**src/rtl/power_ctl_pkg.sv**
```systemverilog
// Package with register map, field positions and reset values of the power output control block.
// Assumes an APB slave with 32-bit data; registers sit in the low byte of aligned words.
package power_ctl_pkg;
  // Printed offsets are not all multiples of four, so they are indices; byte address is four times the index.
  localparam logic [7:0] IDX_HALF_BRIDGE_OUT  = 8'h01;
  localparam logic [7:0] IDX_BRIDGE_CONTROL   = 8'h02;
  localparam logic [7:0] IDX_SYSTEM_CONTROL   = 8'h03;
  localparam logic [7:0] IDX_POWER_OUTPUT     = 8'h04;
  localparam logic [7:0] IDX_INTERRUPT_FLAG   = 8'h05;
  localparam logic [7:0] IDX_SYSTEM_STATUS    = 8'h0c;
  localparam logic [7:0] RESET_BYTE           = 8'h00;
  // Bridge control fields.
  localparam int         BIT_OFFSET_CHOP      = 7;
  localparam int         BIT_SENSE_GAIN       = 6;
  localparam int         LIMIT_LSB            = 0;
  localparam int         LIMIT_W              = 3;
  localparam logic [2:0] LIMIT_FIRST_ACTIVE   = 3'h3;
  // System control fields.
  localparam int         BIT_POWER_STAGE      = 7;
  localparam int         BIT_OVERTEMP_RESET   = 0;
  // Power output fields.
  localparam int         BIT_LAMP_ON          = 1;
  localparam int         BIT_SUPPLY_ON        = 0;
  // Interrupt flag fields.
  localparam int         BIT_LOW_VOLTAGE      = 1;
  localparam int         BIT_HIGH_VOLTAGE     = 0;
  // System status fields.
  localparam int         BIT_SUPPLY_OCF       = 5;
  localparam int         BIT_LAMP_OCF         = 4;
  localparam int         BIT_LV_COPY          = 3;
  localparam int         BIT_HV_COPY          = 2;
  localparam int         BIT_BRIDGE_OCF       = 1;
  localparam int         BIT_OVERTEMP_WARN    = 0;
  localparam int         NUM_BRIDGES          = 4;
endpackage : power_ctl_pkg

```
**src/rtl/pin_sync.sv**
```systemverilog
// Three-stage synchroniser for one asynchronous input with agreement filtering.
// Assumes the input is a level from outside the clock domain.
`timescale 1ns/10ps
`default_nettype none
module pin_sync (
  input  wire logic CLOCK_I,
  input  wire logic RESET_I,
  input  wire logic PIN_I,
  output logic      LEVEL_O
);
  typedef struct packed {
    logic s1;
    logic s2;
    logic s3;
    logic level;
  } sync_state_t;

  sync_state_t st_r;
  sync_state_t st_nxt;

  // The first stage feeds only the second; the level moves once stages two and three agree.
  always_comb begin
    st_nxt    = st_r;
    st_nxt.s1 = PIN_I;
    st_nxt.s2 = st_r.s1;
    st_nxt.s3 = st_r.s2;
    if (st_r.s2 == st_r.s3) begin
      st_nxt.level = st_r.s3;
    end
  end

  always_ff @(posedge CLOCK_I) begin
    if (RESET_I) begin
      st_r <= '0;
    end else begin
      st_r <= st_nxt;
    end
  end

  assign LEVEL_O = st_r.level;
endmodule : pin_sync
`default_nettype wire

```
**src/rtl/power_output_protection_control.sv**
```systemverilog
// Power output control and protection for four half-bridges, a lamp switch and a switched supply.
// Assumes an APB master on CLOCK_I and comparator inputs that arrive asynchronously.
// What this block does
// - Low switch off above selected limit
// - Limited low switch resumes on chop rise
// - Offset chop: bridges 3-4 resume on fall
// - Sense gain bit selects measurement range
// - Recirculation output follows detected recirculation
// - Overtemp with reset enabled kills outputs
// - High-side overcurrent kills all high switches
// - Low-side overcurrent kills all low switches
// - Write one clears bridge overcurrent flag
// - Voltage flags disable all half-bridges
// - Voltage flags clear by one, persist
// - Voltage flags disable lamp output
// - Limit codes below three mean none
// - Lamp needs stage enable and on bit
// - Lamp overcurrent switches off, sets flag
// - Lamp re-enabled on each chop rise
// - Write one clears lamp overcurrent flag
// - Supply needs enable and on bit only
// - Supply overtemp only with reset enabled
// - Supply overcurrent switches off, sets flag
// - Stage enable low holds all switches, lamp and supply off
// - Both bits set: only high switch on
// - Writing zero to overcurrent flag: no effect
`timescale 1ns/10ps
`default_nettype none
module power_output_protection_control #(
  parameter int NB = power_ctl_pkg::NUM_BRIDGES
) (
  input  wire logic          CLOCK_I,
  input  wire logic          RESET_I,
  input  wire logic          PSEL_I,
  input  wire logic          PENABLE_I,
  input  wire logic          PWRITE_I,
  input  wire logic [11:0]   PADDR_I,
  input  wire logic [31:0]   PWDATA_I,
  output logic      [31:0]   PRDATA_O,
  output logic               PREADY_O,
  output logic               PSLVERR_O,
  input  wire logic          CHOP_CLOCK_INPUT_I,
  input  wire logic [NB-1:0] LIMIT_EXCEEDED_I,
  input  wire logic          HIGH_OVERCURRENT_I,
  input  wire logic          LOW_OVERCURRENT_I,
  input  wire logic [NB-1:0] RECIRCULATION_I,
  input  wire logic          LOW_VOLTAGE_I,
  input  wire logic          HIGH_VOLTAGE_I,
  input  wire logic          OVERTEMP_WARN_I,
  input  wire logic          OVERTEMP_TRIP_I,
  input  wire logic          LAMP_OVERCURRENT_I,
  input  wire logic          SUPPLY_OVERCURRENT_I,
  output logic      [NB-1:0] HIGH_SWITCH_O,
  output logic      [NB-1:0] LOW_SWITCH_O,
  output logic               LAMP_OUTPUT_O,
  output logic               SWITCHED_SUPPLY_OUTPUT_O,
  output logic               SENSE_GAIN_SELECT_O,
  output logic      [2:0]    LIMIT_SELECT_O,
  output logic               LIMIT_ACTIVE_O,
  output logic               RECIRCULATION_DETECT_O,
  output logic               OVERTEMP_RESET_O
);
  localparam int NS = 2 * NB + 9;

  typedef struct packed {
    logic [7:0]    half_bridge_out;
    logic [7:0]    bridge_control;
    logic [7:0]    system_control;
    logic [7:0]    power_output;
    logic          low_voltage_flag;
    logic          high_voltage_flag;
    logic          overtemp_warning_flag;
    logic          bridge_overcurrent_flag;
    logic          high_trip;
    logic          low_trip;
    logic          lamp_overcurrent_flag;
    logic          switched_supply_overcurrent_flag;
    logic [NB-1:0] limit_off;
    logic          lamp_chop_off;
    logic          chop_prev;
    logic          overtemp_reset;
    logic [31:0]   rdata;
    logic [NB-1:0] high_sw;
    logic [NB-1:0] low_sw;
    logic          lamp;
    logic          supply;
    logic          recirc;
  } ctl_state_t;

  ctl_state_t st_r;
  ctl_state_t st_nxt;

  logic [NS-1:0] raw_in;
  logic [NS-1:0] syn;

  ////////////////////////////////////////////////////////////////////////////////
  // Every asynchronous comparator and the chop clock pass a synchroniser.
  assign raw_in = {CHOP_CLOCK_INPUT_I, LIMIT_EXCEEDED_I, HIGH_OVERCURRENT_I, LOW_OVERCURRENT_I,
                   RECIRCULATION_I, LOW_VOLTAGE_I, HIGH_VOLTAGE_I, OVERTEMP_WARN_I, OVERTEMP_TRIP_I,
                   LAMP_OVERCURRENT_I, SUPPLY_OVERCURRENT_I};

  for (genvar g = 0; g < NS; g++) begin : g_sync
    pin_sync u_sync (
      .CLOCK_I (CLOCK_I),
      .RESET_I (RESET_I),
      .PIN_I   (raw_in[g]),
      .LEVEL_O (syn[g])
    );
  end

  logic          s_chop;
  logic [NB-1:0] s_limit;
  logic          s_hi_oc;
  logic          s_lo_oc;
  logic [NB-1:0] s_recirc;
  logic          s_lv;
  logic          s_hv;
  logic          s_ot_warn;
  logic          s_ot_trip;
  logic          s_lamp_oc;
  logic          s_sup_oc;
  assign {s_chop, s_limit, s_hi_oc, s_lo_oc, s_recirc, s_lv, s_hv, s_ot_warn, s_ot_trip, s_lamp_oc,
          s_sup_oc} = syn;

  ////////////////////////////////////////////////////////////////////////////////
  // Bus decode.
  logic       wr;
  logic       rd_setup;
  logic [7:0] idx;
  logic [7:0] wb;
  logic       mapped;
  assign idx    = PADDR_I[9:2];
  assign wb     = PWDATA_I[7:0];
  assign wr     = PSEL_I & PENABLE_I & PWRITE_I & mapped;
  assign rd_setup = PSEL_I & ~PENABLE_I & ~PWRITE_I & mapped;
  assign mapped = (PADDR_I[1:0] == 2'h0) && (PADDR_I[11:10] == 2'h0) &&
                  ((idx == power_ctl_pkg::IDX_HALF_BRIDGE_OUT) || (idx == power_ctl_pkg::IDX_BRIDGE_CONTROL) ||
                   (idx == power_ctl_pkg::IDX_SYSTEM_CONTROL) || (idx == power_ctl_pkg::IDX_POWER_OUTPUT) ||
                   (idx == power_ctl_pkg::IDX_INTERRUPT_FLAG) || (idx == power_ctl_pkg::IDX_SYSTEM_STATUS));

  logic [7:0] status_byte;
  logic [7:0] irq_byte;
  always_comb begin
    status_byte = 8'h00;
    status_byte[power_ctl_pkg::BIT_SUPPLY_OCF]    = st_r.switched_supply_overcurrent_flag;
    status_byte[power_ctl_pkg::BIT_LAMP_OCF]      = st_r.lamp_overcurrent_flag;
    status_byte[power_ctl_pkg::BIT_LV_COPY]       = st_r.low_voltage_flag;
    status_byte[power_ctl_pkg::BIT_HV_COPY]       = st_r.high_voltage_flag;
    status_byte[power_ctl_pkg::BIT_BRIDGE_OCF]    = st_r.bridge_overcurrent_flag;
    status_byte[power_ctl_pkg::BIT_OVERTEMP_WARN] = st_r.overtemp_warning_flag;
    irq_byte = 8'h00;
    irq_byte[power_ctl_pkg::BIT_LOW_VOLTAGE]      = st_r.low_voltage_flag;
    irq_byte[power_ctl_pkg::BIT_HIGH_VOLTAGE]     = st_r.high_voltage_flag;
  end

  ////////////////////////////////////////////////////////////////////////////////
  // Protection and output logic.
  logic          stage_on;
  logic          voltage_bad;
  logic          chop_rise;
  logic          chop_fall;
  logic          limit_on;
  logic [NB-1:0] resume;
  logic          wr_status;
  logic          wr_irq;

  assign stage_on    = st_r.system_control[power_ctl_pkg::BIT_POWER_STAGE];
  assign voltage_bad = st_r.low_voltage_flag | st_r.high_voltage_flag;
  assign chop_rise   = s_chop & ~st_r.chop_prev;
  assign chop_fall   = ~s_chop & st_r.chop_prev;
  // Codes under the first active one mean no limiting at all.
  assign limit_on    = st_r.bridge_control[power_ctl_pkg::LIMIT_LSB +: power_ctl_pkg::LIMIT_W] >=
                       power_ctl_pkg::LIMIT_FIRST_ACTIVE;
  assign wr_status   = wr && (idx == power_ctl_pkg::IDX_SYSTEM_STATUS);
  assign wr_irq      = wr && (idx == power_ctl_pkg::IDX_INTERRUPT_FLAG);

  always_comb begin
    for (int b = 0; b < NB; b++) begin
      if (st_r.bridge_control[power_ctl_pkg::BIT_OFFSET_CHOP] && b >= 2) begin
        resume[b] = chop_fall;
      end else begin
        resume[b] = chop_rise;
      end
    end
  end

  always_comb begin
    st_nxt = st_r;
    st_nxt.chop_prev = s_chop;
    st_nxt.rdata     = 32'h0000_0000;
    if (rd_setup) begin
      if (idx == power_ctl_pkg::IDX_HALF_BRIDGE_OUT) begin
        st_nxt.rdata[7:0] = st_r.half_bridge_out;
      end else if (idx == power_ctl_pkg::IDX_BRIDGE_CONTROL) begin
        st_nxt.rdata[7:0] = st_r.bridge_control & 8'hc7;
      end else if (idx == power_ctl_pkg::IDX_SYSTEM_CONTROL) begin
        st_nxt.rdata[7:0] = st_r.system_control;
      end else if (idx == power_ctl_pkg::IDX_POWER_OUTPUT) begin
        st_nxt.rdata[7:0] = st_r.power_output;
      end else if (idx == power_ctl_pkg::IDX_INTERRUPT_FLAG) begin
        st_nxt.rdata[7:0] = irq_byte;
      end else if (idx == power_ctl_pkg::IDX_SYSTEM_STATUS) begin
        st_nxt.rdata[7:0] = status_byte;
      end
    end
    if (wr) begin
      if (idx == power_ctl_pkg::IDX_HALF_BRIDGE_OUT) begin
        st_nxt.half_bridge_out = wb;
      end else if (idx == power_ctl_pkg::IDX_BRIDGE_CONTROL) begin
        st_nxt.bridge_control = wb & 8'hc7;
      end else if (idx == power_ctl_pkg::IDX_SYSTEM_CONTROL) begin
        st_nxt.system_control = wb & 8'h81;
      end else if (idx == power_ctl_pkg::IDX_POWER_OUTPUT) begin
        st_nxt.power_output = wb & 8'h03;
      end
    end
    // Clears come first so that an event in the same cycle still sets the flag.
    if (wr_status && wb[power_ctl_pkg::BIT_BRIDGE_OCF]) begin
      st_nxt.bridge_overcurrent_flag = 1'b0;
      st_nxt.high_trip               = 1'b0;
      st_nxt.low_trip                = 1'b0;
    end
    if (wr_status && wb[power_ctl_pkg::BIT_LAMP_OCF]) begin
      st_nxt.lamp_overcurrent_flag = 1'b0;
    end
    if (wr_status && wb[power_ctl_pkg::BIT_SUPPLY_OCF]) begin
      st_nxt.switched_supply_overcurrent_flag = 1'b0;
    end
    if (wr_irq && wb[power_ctl_pkg::BIT_LOW_VOLTAGE]) begin
      st_nxt.low_voltage_flag = 1'b0;
    end
    if (wr_irq && wb[power_ctl_pkg::BIT_HIGH_VOLTAGE]) begin
      st_nxt.high_voltage_flag = 1'b0;
    end
    // One shared flag, but each side remembers its own trip so the other side keeps running.
    if (s_hi_oc) begin
      st_nxt.bridge_overcurrent_flag = 1'b1;
      st_nxt.high_trip               = 1'b1;
    end
    if (s_lo_oc) begin
      st_nxt.bridge_overcurrent_flag = 1'b1;
      st_nxt.low_trip                = 1'b1;
    end
    if (s_lamp_oc) begin
      st_nxt.lamp_overcurrent_flag = 1'b1;
    end
    if (s_sup_oc) begin
      st_nxt.switched_supply_overcurrent_flag = 1'b1;
    end
    if (s_lv) begin
      st_nxt.low_voltage_flag = 1'b1;
    end
    if (s_hv) begin
      st_nxt.high_voltage_flag = 1'b1;
    end
    st_nxt.overtemp_warning_flag = s_ot_warn;
    // Current-limit chopping: off on excess, back on at the chosen chop edge.
    for (int b = 0; b < NB; b++) begin
      if (limit_on && s_limit[b]) begin
        st_nxt.limit_off[b] = 1'b1;
      end else if (resume[b] || !limit_on) begin
        st_nxt.limit_off[b] = 1'b0;
      end
    end
    // Lamp chopping keeps bulb inrush at the shutdown limit instead of latching off.
    if (s_lamp_oc) begin
      st_nxt.lamp_chop_off = 1'b1;
    end else if (chop_rise) begin
      st_nxt.lamp_chop_off = 1'b0;
    end
    st_nxt.overtemp_reset = st_r.system_control[power_ctl_pkg::BIT_OVERTEMP_RESET] && s_ot_trip;
    // Switch outputs.
    for (int b = 0; b < NB; b++) begin
      st_nxt.high_sw[b] = st_r.half_bridge_out[2*b+1] && stage_on && !voltage_bad &&
                          !st_r.high_trip && !st_r.overtemp_reset;
      st_nxt.low_sw[b]  = st_r.half_bridge_out[2*b] && !st_r.half_bridge_out[2*b+1] && stage_on &&
                          !voltage_bad && !st_r.low_trip && !st_r.limit_off[b] &&
                          !st_r.overtemp_reset;
    end
    st_nxt.lamp   = stage_on && st_r.power_output[power_ctl_pkg::BIT_LAMP_ON] && !voltage_bad &&
                    !st_r.lamp_chop_off && !st_r.overtemp_reset;
    st_nxt.supply = stage_on && st_r.power_output[power_ctl_pkg::BIT_SUPPLY_ON] &&
                    !st_r.switched_supply_overcurrent_flag && !st_r.overtemp_reset;
    st_nxt.recirc = |s_recirc;
  end

  always_ff @(posedge CLOCK_I) begin
    if (RESET_I) begin
      st_r <= '0;
    end else begin
      st_r <= st_nxt;
    end
  end

  assign PRDATA_O                 = st_r.rdata;
  assign PREADY_O                 = 1'b1;
  assign PSLVERR_O                = PSEL_I & PENABLE_I & ~mapped;
  assign HIGH_SWITCH_O            = st_r.high_sw;
  assign LOW_SWITCH_O             = st_r.low_sw;
  assign LAMP_OUTPUT_O            = st_r.lamp;
  assign SWITCHED_SUPPLY_OUTPUT_O = st_r.supply;
  assign SENSE_GAIN_SELECT_O      = st_r.bridge_control[power_ctl_pkg::BIT_SENSE_GAIN];
  assign LIMIT_SELECT_O           = st_r.bridge_control[2:0];
  assign LIMIT_ACTIVE_O           = limit_on;
  assign RECIRCULATION_DETECT_O   = st_r.recirc;
  assign OVERTEMP_RESET_O         = st_r.overtemp_reset;

  ////////////////////////////////////////////////////////////////////////////////
  // Assertions.
  property p_low_off_stage;
    @(posedge CLOCK_I) disable iff (RESET_I)
      !stage_on |=> (LOW_SWITCH_O == '0) && !LAMP_OUTPUT_O && !SWITCHED_SUPPLY_OUTPUT_O;
  endproperty
  a_low_off_stage: assert property (p_low_off_stage) else $error("Outputs on without stage enable.");
  property p_priority;
    @(posedge CLOCK_I) disable iff (RESET_I) (HIGH_SWITCH_O & LOW_SWITCH_O) == '0;
  endproperty
  a_priority: assert property (p_priority) else $error("Both switches of a bridge on.");
  property p_ocf_set;
    @(posedge CLOCK_I) disable iff (RESET_I)
      s_hi_oc |=> st_r.bridge_overcurrent_flag ##1 (HIGH_SWITCH_O == '0);
  endproperty
  a_ocf_set: assert property (p_ocf_set) else $error("High side overcurrent not handled.");
  property p_ocf_low;
    @(posedge CLOCK_I) disable iff (RESET_I)
      s_lo_oc |=> st_r.bridge_overcurrent_flag ##1 (LOW_SWITCH_O == '0);
  endproperty
  a_ocf_low: assert property (p_ocf_low) else $error("Low side overcurrent not handled.");
  property p_ocf_zero;
    @(posedge CLOCK_I) disable iff (RESET_I)
      st_r.bridge_overcurrent_flag && !(wr_status && wb[power_ctl_pkg::BIT_BRIDGE_OCF]) |=>
      st_r.bridge_overcurrent_flag;
  endproperty
  a_ocf_zero: assert property (p_ocf_zero) else $error("Bridge flag cleared without a one.");
  property p_volt;
    @(posedge CLOCK_I) disable iff (RESET_I) voltage_bad |=> !LAMP_OUTPUT_O && HIGH_SWITCH_O == '0;
  endproperty
  a_volt: assert property (p_volt) else $error("Output on during voltage fault.");
  property p_lv_persist;
    @(posedge CLOCK_I) disable iff (RESET_I) s_lv |=> st_r.low_voltage_flag;
  endproperty
  a_lv_persist: assert property (p_lv_persist) else $error("Low voltage flag lost.");
  property p_lamp_flag;
    @(posedge CLOCK_I) disable iff (RESET_I) s_lamp_oc |=> st_r.lamp_overcurrent_flag ##1 !LAMP_OUTPUT_O;
  endproperty
  a_lamp_flag: assert property (p_lamp_flag) else $error("Lamp overcurrent not handled.");
  property p_recirc;
    @(posedge CLOCK_I) disable iff (RESET_I) RECIRCULATION_DETECT_O == ($past(s_recirc) != '0);
  endproperty
  a_recirc: assert property (p_recirc) else $error("Recirculation output wrong.");
  property p_limit_off;
    @(posedge CLOCK_I) disable iff (RESET_I) (limit_on && s_limit[0]) |=> ##1 !LOW_SWITCH_O[0];
  endproperty
  a_limit_off: assert property (p_limit_off) else $error("Low switch stays on above limit.");
  c_chop: cover property (@(posedge CLOCK_I) disable iff (RESET_I) st_r.limit_off[0] ##1 !st_r.limit_off[0]);
  c_ocf: cover property (@(posedge CLOCK_I) disable iff (RESET_I) st_r.bridge_overcurrent_flag ##1 !st_r.bridge_overcurrent_flag);
  c_lamp: cover property (@(posedge CLOCK_I) disable iff (RESET_I) st_r.lamp_chop_off ##1 LAMP_OUTPUT_O);
endmodule : power_output_protection_control
`default_nettype wire

```
**config.mk**
```make
export PLATFORM = sky130hd
export DESIGN_NAME = power_output_protection_control
export DESIGN_NICKNAME = d
export VERILOG_FILES = /design/src/rtl/power_ctl_pkg.sv /design/src/rtl/pin_sync.sv /design/src/rtl/power_output_protection_control.sv
export SDC_FILE = /design/constraint.sdc
export NUM_CORES = 1
export LEC_CHECK = 0
export BUFFER_PORTS_ARGS = -buffer_cell sky130_fd_sc_hd__buf_4
export CORE_MARGIN = 3
export CORE_UTILIZATION = 35
export CTS_CLUSTER_DIAMETER = 40
export DETAILED_ROUTE_END_ITERATION = 10
export GPL_TIMING_DRIVEN = 0
export PLACE_DENSITY = 0.62
export SYNTH_ARGS = -nofsm -noshare
export SYNTH_HDL_FRONTEND = slang
export SYNTH_SLANG_ARGS = --single-unit
```
**constraint.sdc**
```tcl
create_clock -name CLOCK_I -period 2.6 [get_ports CLOCK_I]
set_input_delay 0.26 -clock CLOCK_I [delete_from_list [all_inputs] [get_ports CLOCK_I]]
set_output_delay 0.26 -clock CLOCK_I [all_outputs]
set_load 0.1 [all_outputs]
```
==> metrics.txt <==
crit path DAT 1.55 ns; CTS tree yes; Pins Over Slew Limit 0; post-DR vias/cell 4.32; net total in the final layout around 610; data required time at the worst endpoint 2.34 ns; filler cell count between 1000 and 1500; Buffers on Ports 65; Critical Path Fanout Max 4; first-pass GRT wire length approximately 15 mm; total detailed-routing wirelength roughly 8.8 mm; Leakage between 2 and 2.5 nW; die width 118 um; pin count of the biggest net entering global routing 17; average footprint of a synthesized cell just over 10 um^2; worst reg2reg startpoint st_r[73]; Fmax achieved between 500 and 600 MHz; synthesis-to-finish area growth 32.5%; unrepaired setup endpoints after global routing false; H-tree levels 4; DRC errors left 0; die area ~14000 um^2; count of instances resized after the clock tree is built 0; Final Hold Vio Count 0; global routing usage summed across all routing layers 13.1%; TritonCTS Buffers 17; final RePlAce weighted congestion 0.829; initial standard-cell utilization of the core a little over a third; critical path launch point PADDR_I[7]; Slew Limit Headroom 42.1%; multi-input combinational cell area approximately 1600 um^2; launch instance of the worst min-delay path RECIRCULATION_I[2]; proportion of layout cells with a drive suffix above 1 29.8%; Clock Latency Late Sink 0.40 ns; class of the worst hold path input pin to flop; post-CTS setup repair buffer count 0; DRT Pass-1 Iters 4; Crit Path Class input pin to primary output; hold-fix buffers at CTS 0; DRC violation total after the first TritonRoute iteration 128; fraction of the cycle the final worst path needs between 60% and 70%; number of vias after detailed routing about 3100; share of the synthesized area in the top cell type 54.3%; Peak supply drop 0.447 mV; synth warn 0; nature of the critical path startpoint input pin; Setup Viol. Count Final 0; number of antenna cells inserted 0; cell area power density between 800 and 900 nW/um^2; largest area contributor in the netlist dfxtp_1; top post-synthesis cells by area dfxtp_1 54%, nor2b_1 8.1%, buf_4 7.7%; max-cap violation count 0; buffer type at the clock tree root clkbuf_16; height of the die about 120 um; Final Skew a little under 0.01 ns; half-perimeter wire length after placement around 6.5 mm; placeable core area about 12000 um^2; async set-reset flop share out of synthesis 0%; run status completed; Worst Tran Pin Value approximately 0.86 ns; total global routing overflow 0; post-detailed-route count of antenna-violating nets 0; maximum root-to-sink buffer count 2; drt wl/cell ~12 um; number of global-route vias before repair about 3000; initial antenna violation count 0; clock input transition at the sequential cells of the worst setup and hold paths 0.05 ns; Synth Register Bits about 120; register area share after synthesis around 54%; area of the mapped netlist 4390 um^2; dominant register cell in the synthesized netlist dfxtp_1; number of top-level design ports roughly 120; Site Rows 40; Worst setup EP type primary output; unique cell type count in the Yosys netlist between 50 and 60; TNS Setup 0 ns; clock sink count 119; Hold WS between 0.06 and 0.07 ns; Register Area about 2400 um^2; instance count of the mapped netlist 434; min cycle time layout 1.81 ns; number of flops mapped to enable cells by yosys 0
## worst max-delay path, stage by stage
cell and delay, ns:
buf_4 0.12, or4_4 0.55, o311a_2 0.39, buf_4 0.23
## metrics by stage
stage	utilization, %	power (W)	area (um^2)	setup slack (ns)	instances
finish	48.0	0.00469	5810	0.787	722
global route	48.0	0.00484	5810	0.628	722
CTS	48.0	0.00472	5810	0.783	722
detailed placement	42.7	0.00225	5170	0.450	690
global placement	42.7	0.00224	5170	0.469	690
floorplan	-	0.00217	4470	0.556	457
## worst paths after layout
path,end,depth (start not counted),slack [ns]
worst max-delay path,PSLVERR_O,4,0.79
worst min-delay path,g_sync[8].u_sync.st_nxt[2],2,0.07
worst max register to register,LOW_SWITCH_O[0],4,0.88
worst min register to register,g_sync[8].u_sync.st_nxt[1],1,0.43
## power breakdown
| group | leakage (nW) | total [W] | switching, W | internal (W) |
|---|---|---|---|---|
| logic | 1.14 | 0.000338 | 0.000239 | 0.0000994 |
| registers | 0.967 | 0.00187 | 0.0000125 | 0.00186 |
| clock network | 0.306 | 0.00248 | 0.000801 | 0.00168 |
## synth_stat cells, types with 2 or more instances
| cell type | count |
|---|---|
| mux2_2 | 2 |
| nor4b_2 | 4 |
| o21ba_2 | 2 |
| a21oi_1 | 26 |
| or4_4 | 2 |
| nand2_1 | 21 |
| nor4bb_1 | 2 |
| nor4b_1 | 3 |
| o21ai_0 | 20 |
| a311oi_1 | 4 |
| nor2b_1 | 57 |
| mux2i_1 | 17 |
| conb_1 | 2 |
| dfxtp_1 | 119 |
| nor2_1 | 36 |
| clkbuf_1 | 10 |
| inv_1 | 8 |
| a22oi_1 | 3 |
| and2_1 | 5 |
| nor4_1 | 2 |
| a32oi_1 | 2 |
| buf_2 | 5 |
| nand4_1 | 4 |
| nand2b_1 | 2 |
| buf_4 | 45 |
| nor3b_1 | 2 |
| a21boi_0 | 2 |
| and3_1 | 4 |
## area by class of cell
class                      count  share of cell area [%]
buffer                        62                    7.15
clock buffer                  21                    8.09
clock inverter                11                    2.93
inverter                       8                   0.517
multi-input combinational    268                    28.3
sequential                   119                    41.0
tap                          168                    3.62
timing repair buffer          65                    8.40
## kinds of logic after synthesis
logic type	Yosys count	share of synthesized area (%)
AND/OR/NAND/NOR	154	20.8
flip-flops	119	54.3
AO/OA/AOI/OAI	70	10.1
buffers and inverters	70	10.2
multiplexers	19	4.39
other	2	0.171
## registers in the layout (all words and copies together) (netlist names)
register                  cells
LAMP_OUTPUT_O                 1
RECIRCULATION_DETECT_O        1
SENSE_GAIN_SELECT_O           1
g_sync.u_sync.st_r           17
g_sync.u_sync.st_nxt         34
LOW_SWITCH_O                  4
st_r                         25
SWITCHED_SUPPLY_OUTPUT_O      1
OVERTEMP_RESET_O              1
PRDATA_O                      8
g_sync.u_sync.LEVEL_O        17
LIMIT_SELECT_O                3
irq_byte                      2
HIGH_SWITCH_O                 4
## cells in the final DEF (no fill, tap or decap), types with 2 or more instances in the layout
cell,n
a21boi_0,2
a21oi_1,26
a22oi_1,3
a311oi_1,4
a32oi_1,2
and2_1,5
and3_1,4
buf_2,5
buf_4,110
bufinv_16,4
clkbuf_1,11
clkbuf_16,17
clkbuf_8,3
clkinv_2,2
clkinvlp_4,3
conb_1,25
dfxtp_1,119
inv_1,8
mux2_2,2
mux2i_1,17
nand2_1,21
nand2b_1,2
nand4_1,4
nor2_1,36
nor2b_1,57
nor3b_1,2
nor4_1,2
nor4b_1,3
nor4b_2,4
nor4bb_1,2
o21ai_0,20
o21ba_2,2
or4_4,2
## metal layers
metal,up-vias,track usage [%],wire length (um)
met5,-,0,0
met3,12,4.57,534
met2,114,21.5,4150
li1,1624,-,-
met1,1370,15.6,4010
met4,0,5.42,138
Note: power is estimated with default switching activity, not from simulation.
